## src/logic/fpfh_pkg.sv

```systemverilog
package fpfh_pkg;

  // clock
  localparam int CLK_HZ = 25_000_000;
  localparam int CLK_PERIOD_NS = 1_000_000_000 / CLK_HZ;
  localparam int CLK_PER_US = CLK_HZ / 1_000_000;

  // times in their own units, counts derived
  localparam int SS_TIME_US = 4000;
  localparam int SS_CYC = SS_TIME_US * CLK_PER_US;
  localparam int FAULT_TIME_MS = 130;
  localparam int FAULT_CYC = (FAULT_TIME_MS * 1_000_000 + CLK_PERIOD_NS - 1) / CLK_PERIOD_NS;
  localparam int JIT_PERIOD_US = 6000;
  localparam int JIT_CYC = JIT_PERIOD_US * CLK_PER_US;
  localparam int LATCH_FILT_NS = 13_000;
  localparam int LATCH_FILT_CYC = (LATCH_FILT_NS + CLK_PERIOD_NS - 1) / CLK_PERIOD_NS;

  // switching cycle
  localparam int PER_W = 12;
  localparam int NOM_PERIOD_CYC = 384;
  localparam int MAX_DUTY_PCT = 80;
  localparam int PCT_FULL = 100;
  localparam int JIT_PERMIL = 75;
  localparam int PERMIL_FULL = 1000;

  // levels in millivolts
  localparam int LVL_W = 12;
  localparam logic [LVL_W-1:0] LVL_FULL_MV = 12'h3e8;
  localparam logic [LVL_W-1:0] LVL_ZERO = 12'h000;
  localparam int FB_DIVISOR = 3;

  // compensation ramp, swing in microamps
  localparam int RAMP_W = 7;
  localparam logic [RAMP_W-1:0] RAMP_SWING_UA = 7'h64;
  localparam logic [RAMP_W-1:0] RAMP_ZERO = 7'h00;
  localparam int RAMP_RES_KOHM = 5;

  // hiccup
  localparam int HICCUP_W = 2;
  localparam logic [HICCUP_W-1:0] HICCUP_CYCLES = 2'h2;
  localparam logic [HICCUP_W-1:0] HICCUP_ZERO = 2'h0;

  typedef struct packed {
    logic below_off;
    logic below_latch;
    logic above_on;
    logic below_reset;
    logic fb_open;
    logic latch_high;
  } fpfh_cmp_t;

  localparam fpfh_cmp_t CMP_RESET = '{below_off: 1'b1, below_latch: 1'b1, above_on: 1'b0,
                                      below_reset: 1'b1, fb_open: 1'b0, latch_high: 1'b0};

  typedef struct packed {
    logic gate;
    logic startup_on;
    logic error;
    logic latched;
    logic running;
  } fpfh_status_t;

  typedef enum {ST_START, ST_RUN, ST_DECAY, ST_CHARGE} fpfh_state_t;

  function automatic logic [LVL_W-1:0] fpfh_div3(input logic [LVL_W-1:0] v);
    fpfh_div3 = LVL_W'(v / FB_DIVISOR);
  endfunction

  function automatic logic [LVL_W-1:0] fpfh_min(input logic [LVL_W-1:0] a, input logic [LVL_W-1:0] b);
    fpfh_min = (a < b) ? a : b;
  endfunction

endpackage

```

## src/logic/fpfh_soft_start.sv

```systemverilog
`timescale 1ns/10ps
module fpfh_soft_start import fpfh_pkg::*; #(
  parameter int SS_CYCLES = SS_CYC
) (
  input wire logic mclk,
  input wire logic rst,
  input wire logic restart,
  output logic [LVL_W-1:0] ss_level
);
  localparam int STEP_CYC = (SS_CYCLES / int'(LVL_FULL_MV) > 0) ? SS_CYCLES / int'(LVL_FULL_MV) : 1;
  localparam logic [31:0] STEP_LAST = 32'(STEP_CYC - 1);

  logic [31:0] div_q, div_d;
  logic [LVL_W-1:0] lvl_q, lvl_d;

  // linear rise from zero to full, then hold
  always_comb begin
    div_d = div_q;
    lvl_d = lvl_q;
    if (restart) begin
      div_d = '0;
      lvl_d = LVL_ZERO;
    end else if (lvl_q < LVL_FULL_MV) begin
      if (div_q == STEP_LAST) begin
        div_d = '0;
        lvl_d = lvl_q + 1'b1;
      end else begin
        div_d = div_q + 1'b1;
      end
    end
  end

  always_ff @(posedge mclk or posedge rst) begin
    if (rst) begin
      div_q <= '0;
      lvl_q <= LVL_ZERO;
    end else begin
      div_q <= div_d;
      lvl_q <= lvl_d;
    end
  end

  assign ss_level = lvl_q;
endmodule // fpfh_soft_start

```

## src/logic/fpfh_osc_jitter.sv

```systemverilog
`timescale 1ns/10ps
module fpfh_osc_jitter import fpfh_pkg::*; #(
  parameter int NOM_CYC = NOM_PERIOD_CYC,
  parameter int JIT_CYCLES = JIT_CYC
) (
  input wire logic mclk,
  input wire logic rst,
  output logic cycle_start,
  output logic [PER_W-1:0] pos,
  output logic [PER_W-1:0] period
);
  localparam int DEV = (NOM_CYC * JIT_PERMIL) / PERMIL_FULL;
  localparam int STEPS = (DEV > 0) ? 4 * DEV : 1;
  localparam int STEP_CYC = (JIT_CYCLES / STEPS > 0) ? JIT_CYCLES / STEPS : 1;
  localparam logic [31:0] STEP_LAST = 32'(STEP_CYC - 1);
  localparam logic signed [PER_W:0] DEV_S = (PER_W+1)'(DEV);

  logic [31:0] jdiv_q, jdiv_d;
  logic signed [PER_W:0] off_q, off_d;
  logic up_q, up_d;
  logic [PER_W-1:0] pos_q, pos_d;
  logic [PER_W-1:0] per_q, per_d;
  logic start_q, start_d;

  // triangle sweep of the period between -dev and +dev
  always_comb begin
    jdiv_d = jdiv_q + 1'b1;
    off_d = off_q;
    up_d = up_q;
    if (jdiv_q == STEP_LAST) begin
      jdiv_d = '0;
      if (up_q) begin
        if (off_q >= DEV_S) up_d = 1'b0;
        else off_d = off_q + 1'sb1;
      end else begin
        if (off_q <= -DEV_S) up_d = 1'b1;
        else off_d = off_q - 1'sb1;
      end
    end
    start_d = (pos_q == per_q - 1'b1);
    pos_d = start_d ? '0 : pos_q + 1'b1;
    per_d = start_d ? PER_W'((PER_W+1)'(NOM_CYC) + off_q) : per_q;
  end

  always_ff @(posedge mclk or posedge rst) begin
    if (rst) begin
      jdiv_q <= '0;
      off_q <= '0;
      up_q <= 1'b1;
      pos_q <= '0;
      per_q <= PER_W'(NOM_CYC);
      start_q <= 1'b0;
    end else begin
      jdiv_q <= jdiv_d;
      off_q <= off_d;
      up_q <= up_d;
      pos_q <= pos_d;
      per_q <= per_d;
      start_q <= start_d;
    end
  end

  assign cycle_start = start_q;
  assign pos = pos_q;
  assign period = per_q;
endmodule // fpfh_osc_jitter

```

## src/logic/fpfh_core.sv

```systemverilog
`timescale 1ns/10ps
module fpfh_core import fpfh_pkg::*; #(
  parameter int NOM_CYC = NOM_PERIOD_CYC,
  parameter int SS_CYCLES = SS_CYC,
  parameter int FAULT_CYCLES = FAULT_CYC,
  parameter int JIT_CYCLES = JIT_CYC,
  parameter int RAMP_KOHM = RAMP_RES_KOHM
) (
  input wire logic mclk,
  input wire logic rst,
  input wire fpfh_cmp_t cmp_async,
  input wire logic [LVL_W-1:0] feedback_level,
  input wire logic [LVL_W-1:0] cs_level,
  output logic gate_drive,
  output logic startup_source_on,
  output logic [RAMP_W-1:0] ramp_current,
  output logic [LVL_W-1:0] modulation_level,
  output fpfh_status_t status
);
  localparam int RAMP_STEP_RAW = (NOM_CYC * MAX_DUTY_PCT) / (PCT_FULL * int'(RAMP_SWING_UA));
  localparam int RAMP_STEP_CYC = (RAMP_STEP_RAW > 0) ? RAMP_STEP_RAW : 1;
  localparam logic [7:0] RAMP_STEP_LAST = 8'(RAMP_STEP_CYC - 1);
  localparam logic [31:0] FAULT_LAST = 32'(FAULT_CYCLES - 1);
  localparam logic [15:0] LATCH_LAST = 16'(LATCH_FILT_CYC - 1);
  localparam int SUM_W = LVL_W + 2;
  localparam int DUTY_W = PER_W + 8;

  // two-stage synchroniser for every comparator result
  fpfh_cmp_t sync1_q, sync2_q;

  always_ff @(posedge mclk or posedge rst) begin
    if (rst) begin
      sync1_q <= CMP_RESET;
      sync2_q <= CMP_RESET;
    end else begin
      sync1_q <= cmp_async;
      sync2_q <= sync1_q;
    end
  end

  // switching clock with jitter
  logic cycle_start;
  logic [PER_W-1:0] pos;
  logic [PER_W-1:0] period;

  fpfh_osc_jitter #(
    .NOM_CYC(NOM_CYC),
    .JIT_CYCLES(JIT_CYCLES)
  ) u_osc (
    .mclk(mclk),
    .rst(rst),
    .cycle_start(cycle_start),
    .pos(pos),
    .period(period)
  );

  // soft-start ramp
  logic ss_restart;
  logic [LVL_W-1:0] ss_level;

  fpfh_soft_start #(
    .SS_CYCLES(SS_CYCLES)
  ) u_ss (
    .mclk(mclk),
    .rst(rst),
    .restart(ss_restart),
    .ss_level(ss_level)
  );

  // modulation level
  logic [LVL_W-1:0] fb_div3;
  logic [LVL_W-1:0] mod_raw;
  logic [LVL_W-1:0] mod_q, mod_d;

  always_comb begin
    fb_div3 = fpfh_div3(feedback_level);
    mod_raw = fpfh_min(ss_level, fb_div3);
    mod_d = fpfh_min(mod_raw, LVL_FULL_MV);
  end

  always_ff @(posedge mclk or posedge rst) begin
    if (rst) mod_q <= LVL_ZERO;
    else mod_q <= mod_d;
  end

  // overload detection and fault timer
  logic overload;
  logic [31:0] ftmr_q, ftmr_d;
  logic err_q, err_d;
  logic fb_fault;
  logic run_q, run_d;

  always_comb begin
    overload = sync2_q.fb_open | (fb_div3 > LVL_FULL_MV);
    ftmr_d = ftmr_q;
    err_d = 1'b0;
    fb_fault = 1'b0;
    if (run_q && overload) begin
      err_d = 1'b1;
      if (ftmr_q == FAULT_LAST) fb_fault = 1'b1;
      else ftmr_d = ftmr_q + 1'b1;
    end else begin
      ftmr_d = '0;
    end
  end

  always_ff @(posedge mclk or posedge rst) begin
    if (rst) begin
      ftmr_q <= '0;
      err_q <= 1'b0;
    end else begin
      ftmr_q <= ftmr_d;
      err_q <= err_d;
    end
  end

  // latch input filter and latched shutdown
  logic [15:0] lfilt_q, lfilt_d;
  logic lat_q, lat_d;
  logic lat_trip;

  always_comb begin
    lfilt_d = '0;
    lat_trip = 1'b0;
    if (sync2_q.latch_high) begin
      if (lfilt_q == LATCH_LAST) begin
        lat_trip = 1'b1;
        lfilt_d = lfilt_q;
      end else begin
        lfilt_d = lfilt_q + 1'b1;
      end
    end
    lat_d = lat_q;
    if (lat_trip) lat_d = 1'b1;
    else if (sync2_q.below_reset) lat_d = 1'b0;
  end

  always_ff @(posedge mclk or posedge rst) begin
    if (rst) begin
      lfilt_q <= '0;
      lat_q <= 1'b0;
    end else begin
      lfilt_q <= lfilt_d;
      lat_q <= lat_d;
    end
  end

  // supply sequencing and double hiccup
  fpfh_state_t st_q, st_d;
  logic [HICCUP_W-1:0] hic_q, hic_d;
  logic src_q, src_d;
  logic fault_now;

  always_comb begin
    fault_now = sync2_q.below_off | fb_fault | lat_trip | lat_q;
    st_d = st_q;
    hic_d = hic_q;
    src_d = 1'b0;
    ss_restart = 1'b0;
    case (st_q)
      ST_START: begin
        src_d = 1'b1;
        if (sync2_q.above_on && !lat_q) begin
          src_d = 1'b0;
          ss_restart = 1'b1;
          st_d = ST_RUN;
        end
      end
      ST_RUN: begin
        if (fault_now) begin
          hic_d = HICCUP_ZERO;
          st_d = ST_DECAY;
        end
      end
      ST_DECAY: begin
        if (sync2_q.below_latch) begin
          src_d = 1'b1;
          st_d = ST_CHARGE;
        end
      end
      ST_CHARGE: begin
        src_d = 1'b1;
        if (sync2_q.above_on) begin
          src_d = 1'b0;
          if (hic_q == HICCUP_CYCLES - 1'b1) begin
            hic_d = HICCUP_ZERO;
            if (lat_q) begin
              st_d = ST_DECAY;
            end else begin
              ss_restart = 1'b1;
              st_d = ST_RUN;
            end
          end else begin
            hic_d = hic_q + 1'b1;
            st_d = ST_DECAY;
          end
        end
      end
      default: begin
        st_d = ST_START;
      end
    endcase
    run_d = (st_d == ST_RUN);
  end

  always_ff @(posedge mclk or posedge rst) begin
    if (rst) begin
      st_q <= ST_START;
      hic_q <= HICCUP_ZERO;
      src_q <= 1'b1;
      run_q <= 1'b0;
    end else begin
      st_q <= st_d;
      hic_q <= hic_d;
      src_q <= src_d;
      run_q <= run_d;
    end
  end

  // compensation ramp, restarted by the switching clock
  logic [7:0] rdiv_q, rdiv_d;
  logic [RAMP_W-1:0] ramp_q, ramp_d;

  always_comb begin
    rdiv_d = rdiv_q;
    ramp_d = ramp_q;
    if (cycle_start) begin
      rdiv_d = '0;
      ramp_d = RAMP_ZERO;
    end else if (ramp_q < RAMP_SWING_UA) begin
      if (rdiv_q == RAMP_STEP_LAST) begin
        rdiv_d = '0;
        ramp_d = ramp_q + 1'b1;
      end else begin
        rdiv_d = rdiv_q + 1'b1;
      end
    end
  end

  always_ff @(posedge mclk or posedge rst) begin
    if (rst) begin
      rdiv_q <= '0;
      ramp_q <= RAMP_ZERO;
    end else begin
      rdiv_q <= rdiv_d;
      ramp_q <= ramp_d;
    end
  end

  // gate drive latch
  logic [RAMP_W-1:0] ramp_eff;
  logic [SUM_W-1:0] sense_sum;
  logic [DUTY_W-1:0] duty_pos;
  logic [DUTY_W-1:0] duty_lim;
  logic cs_trip;
  logic max_duty;
  logic gate_q, gate_d;

  always_comb begin
    // ramp is zero at the cycle start, the register only catches up an edge later
    ramp_eff = cycle_start ? RAMP_ZERO : ramp_q;
    sense_sum = SUM_W'(cs_level) + SUM_W'(ramp_eff * RAMP_KOHM);
    cs_trip = (sense_sum >= SUM_W'(mod_q));
    duty_pos = DUTY_W'(pos) * DUTY_W'(PCT_FULL);
    duty_lim = DUTY_W'(period) * DUTY_W'(MAX_DUTY_PCT);
    max_duty = (duty_pos >= duty_lim);
    gate_d = gate_q;
    if (cycle_start) gate_d = 1'b1;
    if (cs_trip || max_duty) gate_d = 1'b0;
    if (!run_q || fault_now) gate_d = 1'b0;
  end

  always_ff @(posedge mclk or posedge rst) begin
    if (rst) gate_q <= 1'b0;
    else gate_q <= gate_d;
  end

  assign gate_drive = gate_q;
  assign startup_source_on = src_q;
  assign ramp_current = ramp_q;
  assign modulation_level = mod_q;
  assign status = '{gate: gate_q, startup_on: src_q, error: err_q, latched: lat_q, running: run_q};
endmodule // fpfh_core

```

## config.mk

```make
export PLATFORM = sky130hd
export DESIGN_NAME = fpfh_core
export DESIGN_NICKNAME = d
export VERILOG_FILES = /design/src/logic/fpfh_pkg.sv /design/src/logic/fpfh_soft_start.sv /design/src/logic/fpfh_osc_jitter.sv /design/src/logic/fpfh_core.sv
export SDC_FILE = /design/constraint.sdc
export NUM_CORES = 1
export LEC_CHECK = 0
export BUFFER_PORTS_ARGS = -buffer_cell sky130_fd_sc_hd__buf_2
export CAP_MARGIN = 20
export CORE_MARGIN = 2
export CORE_UTILIZATION = 47
export CTS_BUF_LIST = sky130_fd_sc_hd__clkbuf_16
export CTS_CLUSTER_SIZE = 25
export DETAILED_ROUTE_END_ITERATION = 7
export GPL_ROUTABILITY_DRIVEN = 0
export PLACE_DENSITY = 0.64
export SLEW_MARGIN = 20
export SYNTH_ARGS = -nofsm -noshare
export SYNTH_HDL_FRONTEND = slang
export SYNTH_HIERARCHICAL = 1
export SYNTH_SLANG_ARGS = --single-unit
```

## constraint.sdc

```tcl
create_clock -name mclk -period 5.2 [get_ports mclk]
set_input_delay 1.04 -clock mclk [delete_from_list [all_inputs] [get_ports mclk]]
set_output_delay 1.04 -clock mclk [all_outputs]
set_load 0.01 [all_outputs]
```

==> run summary <==
worst min path class: reg2reg
die width: 192 um
unrepaired setup endpoints after global routing: yes
synth unique cells: 103
total negative slack: -1.82 ns
Slew Viols, Final: 0
WHS: 0.349 ns
nets: 2155
syn_area_per_cell: 9.26 um^2
Residual DRC: 0
root buf cell: clkbuf_16
vias in the first global route: 13000
Tcrit/Tclk final: 103%
# IOs: 58
num rows: 68
core area: 0.0346 mm^2
Die Ht: 192 um
antenna violations before repair: 1
R2R cell count: 23
later-pin clock latency in the skew report: 0.57 ns
Remaining Overflow, GRT: 0
Layout area overhead: 17.4%
critical path class: in2reg
ys flop type: dfrtp_1
final critical-path required period: 5.38 ns
register area share after synthesis: 36.5%
routed wire length per instance: 15.6 um
Final ANT Viol Nets: 0
number of synthesis warnings: 6
Final Hold Fails: 0
HP Start: sync1_q[3]
Hold Path Depth: 0
run status: finished with violations
failing checks: negative setup slack
CTS tree: yes
post-route setup slack: -0.179 ns
Crit Reg-Reg Startpoint: u_osc/pos[3]
worst reg2reg endpoint: gate_drive
First-pass DRT Iterations: 6
static leakage: 9.09 nW
first-pass GRT wire length: 63300 um
clock transition at the registers of the reported paths: 0.06 ns
final instance area: 0.0194 mm^2
Async SR Flop Fraction: 100%
Post-Syn Area: 0.0165 mm^2
H-tree lvl count: 1
clk_skew: 0.0176 ns
number of synthesized flops with an enable pin: 0
initial core utilization: 47.8%
Startpoint Class: primary input
total clock sinks: 241
global-route usage over all layers: 20.8%
Final setup viols: 22
Cells after Synth: 1787
CTS Buf Count: 29
pwr dens: 219 mW/mm^2
Arr. time, crit path: 5.83 ns
I/O Buffers: 57
Die ar.: 0.0367 mm^2
hpwl dp: 27300 um
placed inst area: 0.0180 mm^2
flop-to-flop setup slack: 0.28 ns
Max Clock Freq: 186 MHz
Least-Margin Pin Slew: 0.918 ns
crit end category: flop
Worst EP required: 5.65 ns
Hold Buf Count CTS: 0
Rel. slew slack: 38.3%
clock buffer depth: 3
worst-path maximum fanout: 5
register bit total from synthesis: 241
ANT cells: 0
Starting DRT DRC Count: 819
Worst VDD drop: 0.220 mV
drt total wl: 38100 um
Max Cap Viol: 0
via count: 13400
share of post-route cells with drive strength above 1: 16.3%
Worst Hold Path EP: sync2_q[3]
largest net degree at the start of global routing: 81
Vias/cell: 5.50
==> cells in the mapped netlist (all sizes together), types with 28 or more instances <==
library cell	n	area share, %
o21ai	76	2.3
nand4	47	1.8
xor2	72	3.8
ha	144	11
inv	157	3.6
nand2	119	2.7
a21oi	80	2.4
nand3	63	1.9
and3	28	1.1
xnor2	101	5.3
nor3	41	1.3
dfrtp	231	35
nor4	38	1.5
nor2	169	3.9
==> cells by family (layout without fill, tap and decap cells) <==
| logic type | Yosys count | after routing | share of synthesized area [%] |
|---|---|---|---|
| AND/OR/NAND/NOR | 657 | 657 | 20.7 |
| AO/OA/AOI/OAI | 312 | 312 | 13.2 |
| flip-flops | 241 | 241 | 36.5 |
| buffers and inverters | 210 | 378 | 5.45 |
| XOR/XNOR | 173 | 173 | 9.16 |
| adder cells (fa/ha/maj) | 159 | 159 | 12.7 |
| multiplexers | 34 | 34 | 2.25 |
| other | 1 | 32 | 0.0227 |
==> power breakdown <==
| group | internal [W] | switching (W) | leakage, nW | total (W) |
|---|---|---|---|---|
| sequential | 0.00190 | 0.0000101 | 3.18 | 0.00191 |
| combinational | 0.000244 | 0.000295 | 5.46 | 0.000539 |
| clock | 0.00101 | 0.000804 | 0.446 | 0.00181 |
| total | 0.00315 | 0.00111 | 9.09 | 0.00426 |
==> state kept, by name, indices dropped and copies added (netlist names), 13 cells and up <==
register and cells:
ftmr_q 32, lfilt_q 16, st_q 32, u_osc/jdiv_q 32, u_osc/off_q 13, u_ss/div_q 32
==> worst max-delay path: stages <==
cell,delay (ns)
buf_8,0.10
ha_4,0.26
buf_6,0.12
and3b_2,0.28
o22ai_4,0.09
a21o_4,0.21
a221o_2,0.42
o21ai_4,0.24
and2_4,0.24
o311a_4,0.21
nor3_4,0.05
o31ai_4,0.28
inv_2,0.09
ha_4,0.17
a211o_1,0.27
a21oi_2,0.11
or3b_4,0.42
inv_2,0.08
ha_4,0.19
o21ai_2,0.10
nand2b_1,0.08
a21oi_2,0.15
nor3_2,0.06
inv_2,0.08
o2bb2ai_4,0.17
mux2_4,0.32
==> worst max-delay path by stage <==
| stage | end | cells after the start | startpoint | slack [ns] |
|---|---|---|---|---|
| 6_report | modulation_level[3] | 26 | feedback_level[10] | -0.18 |
| 5_1_grt | modulation_level[5] | 27 | feedback_level[10] | -0.34 |
| 4_1_cts | modulation_level[3] | 27 | feedback_level[11] | -0.15 |
| 3_5_place_dp | modulation_level[5] | 22 | feedback_level[11] | -1.07 |
| 3_3_place_gp | modulation_level[5] | 22 | feedback_level[11] | -0.86 |
| 2_1_floorplan | modulation_level[3] | 29 | feedback_level[10] | -0.83 |
==> final cells by class <==
type                            instances  area [um^2]
Sequential cell                       241         6040
Clock inverter                         24          120
Inverter                              157          594
Timing Repair Buffer                  168         1240
Fill cell                            3086        15200
Multi-Input combinational cell       1367        10100
Tap cell                              455          569
Clock buffer                           29          726
==> placed cells by master (no fill, tap or decap), types with 7 or more instances in the layout <==
cell       synthesis  final
o21bai_1           9      9
mux2_2            14     14
nand3b_1           8      8
inv_1            155    159
xnor2_1          101    101
buf_4             10     92
a31oi_1           11     11
and3_1            28     28
a21boi_0           8      7
nor2_1           166    160
and2_1            23     23
nand4_1           47     47
o211ai_1           8      8
conb_1             1     32
nor3_1            39     36
nand2_1          119    118
buf_6              9     17
nor4_1            36     36
buf_2              6     55
nand2b_1          20     19
xor2_1            72     72
o31ai_1           12     11
nand3_1           62     60
and4_1             7      7
or4_1             11     10
a21o_1            19     19
or3_1             20     20
dfstp_2           10     10
clkbuf_16          0     30
fa_1              15     15
nor2_2             3      8
ha_1             144    141
a21oi_1           79     76
mux2i_1           17     17
o21ai_0           75     71
nor4b_1            9      9
clkinv_1           0      7
nor2b_1           27     27
dfrtp_1          231    231
==> what timing repair did <==
item / 4_1_cts / 5_1_grt
cloned: 0 / 2
pin swaps: 6 / 31
setup endpoints to repair: 49 / 49
buffers inserted: 16 / 6
resized for setup: 22 / 55
==> routing by layer <==
layer	share of wire (%)	wire length, um	track usage (%)	vias up
met2	50	18900	36.2	214
li1	-	-	-	6627
met3	3.5	1350	2.41	60
met4	2.0	745	5.30	0
met1	45	17100	27.5	6520
met5	0	0	0	-
==> through the flow <==
step / power [W] / std cells / util, % / setup WS (ns)
2_1_floorplan: 0.00221 / 1818 / - / -0.827
3_3_place_gp: 0.00237 / 2367 / 51.9 / -0.855
3_5_place_dp: 0.00238 / 2367 / 51.9 / -1.07
4_1_cts: 0.00426 / 2436 / 55.1 / -0.151
5_1_grt: 0.00443 / 2441 / 56.1 / -0.339
6_report: 0.00426 / 2441 / 56.1 / -0.179
Note: power is estimated with default switching activity, not from simulation.
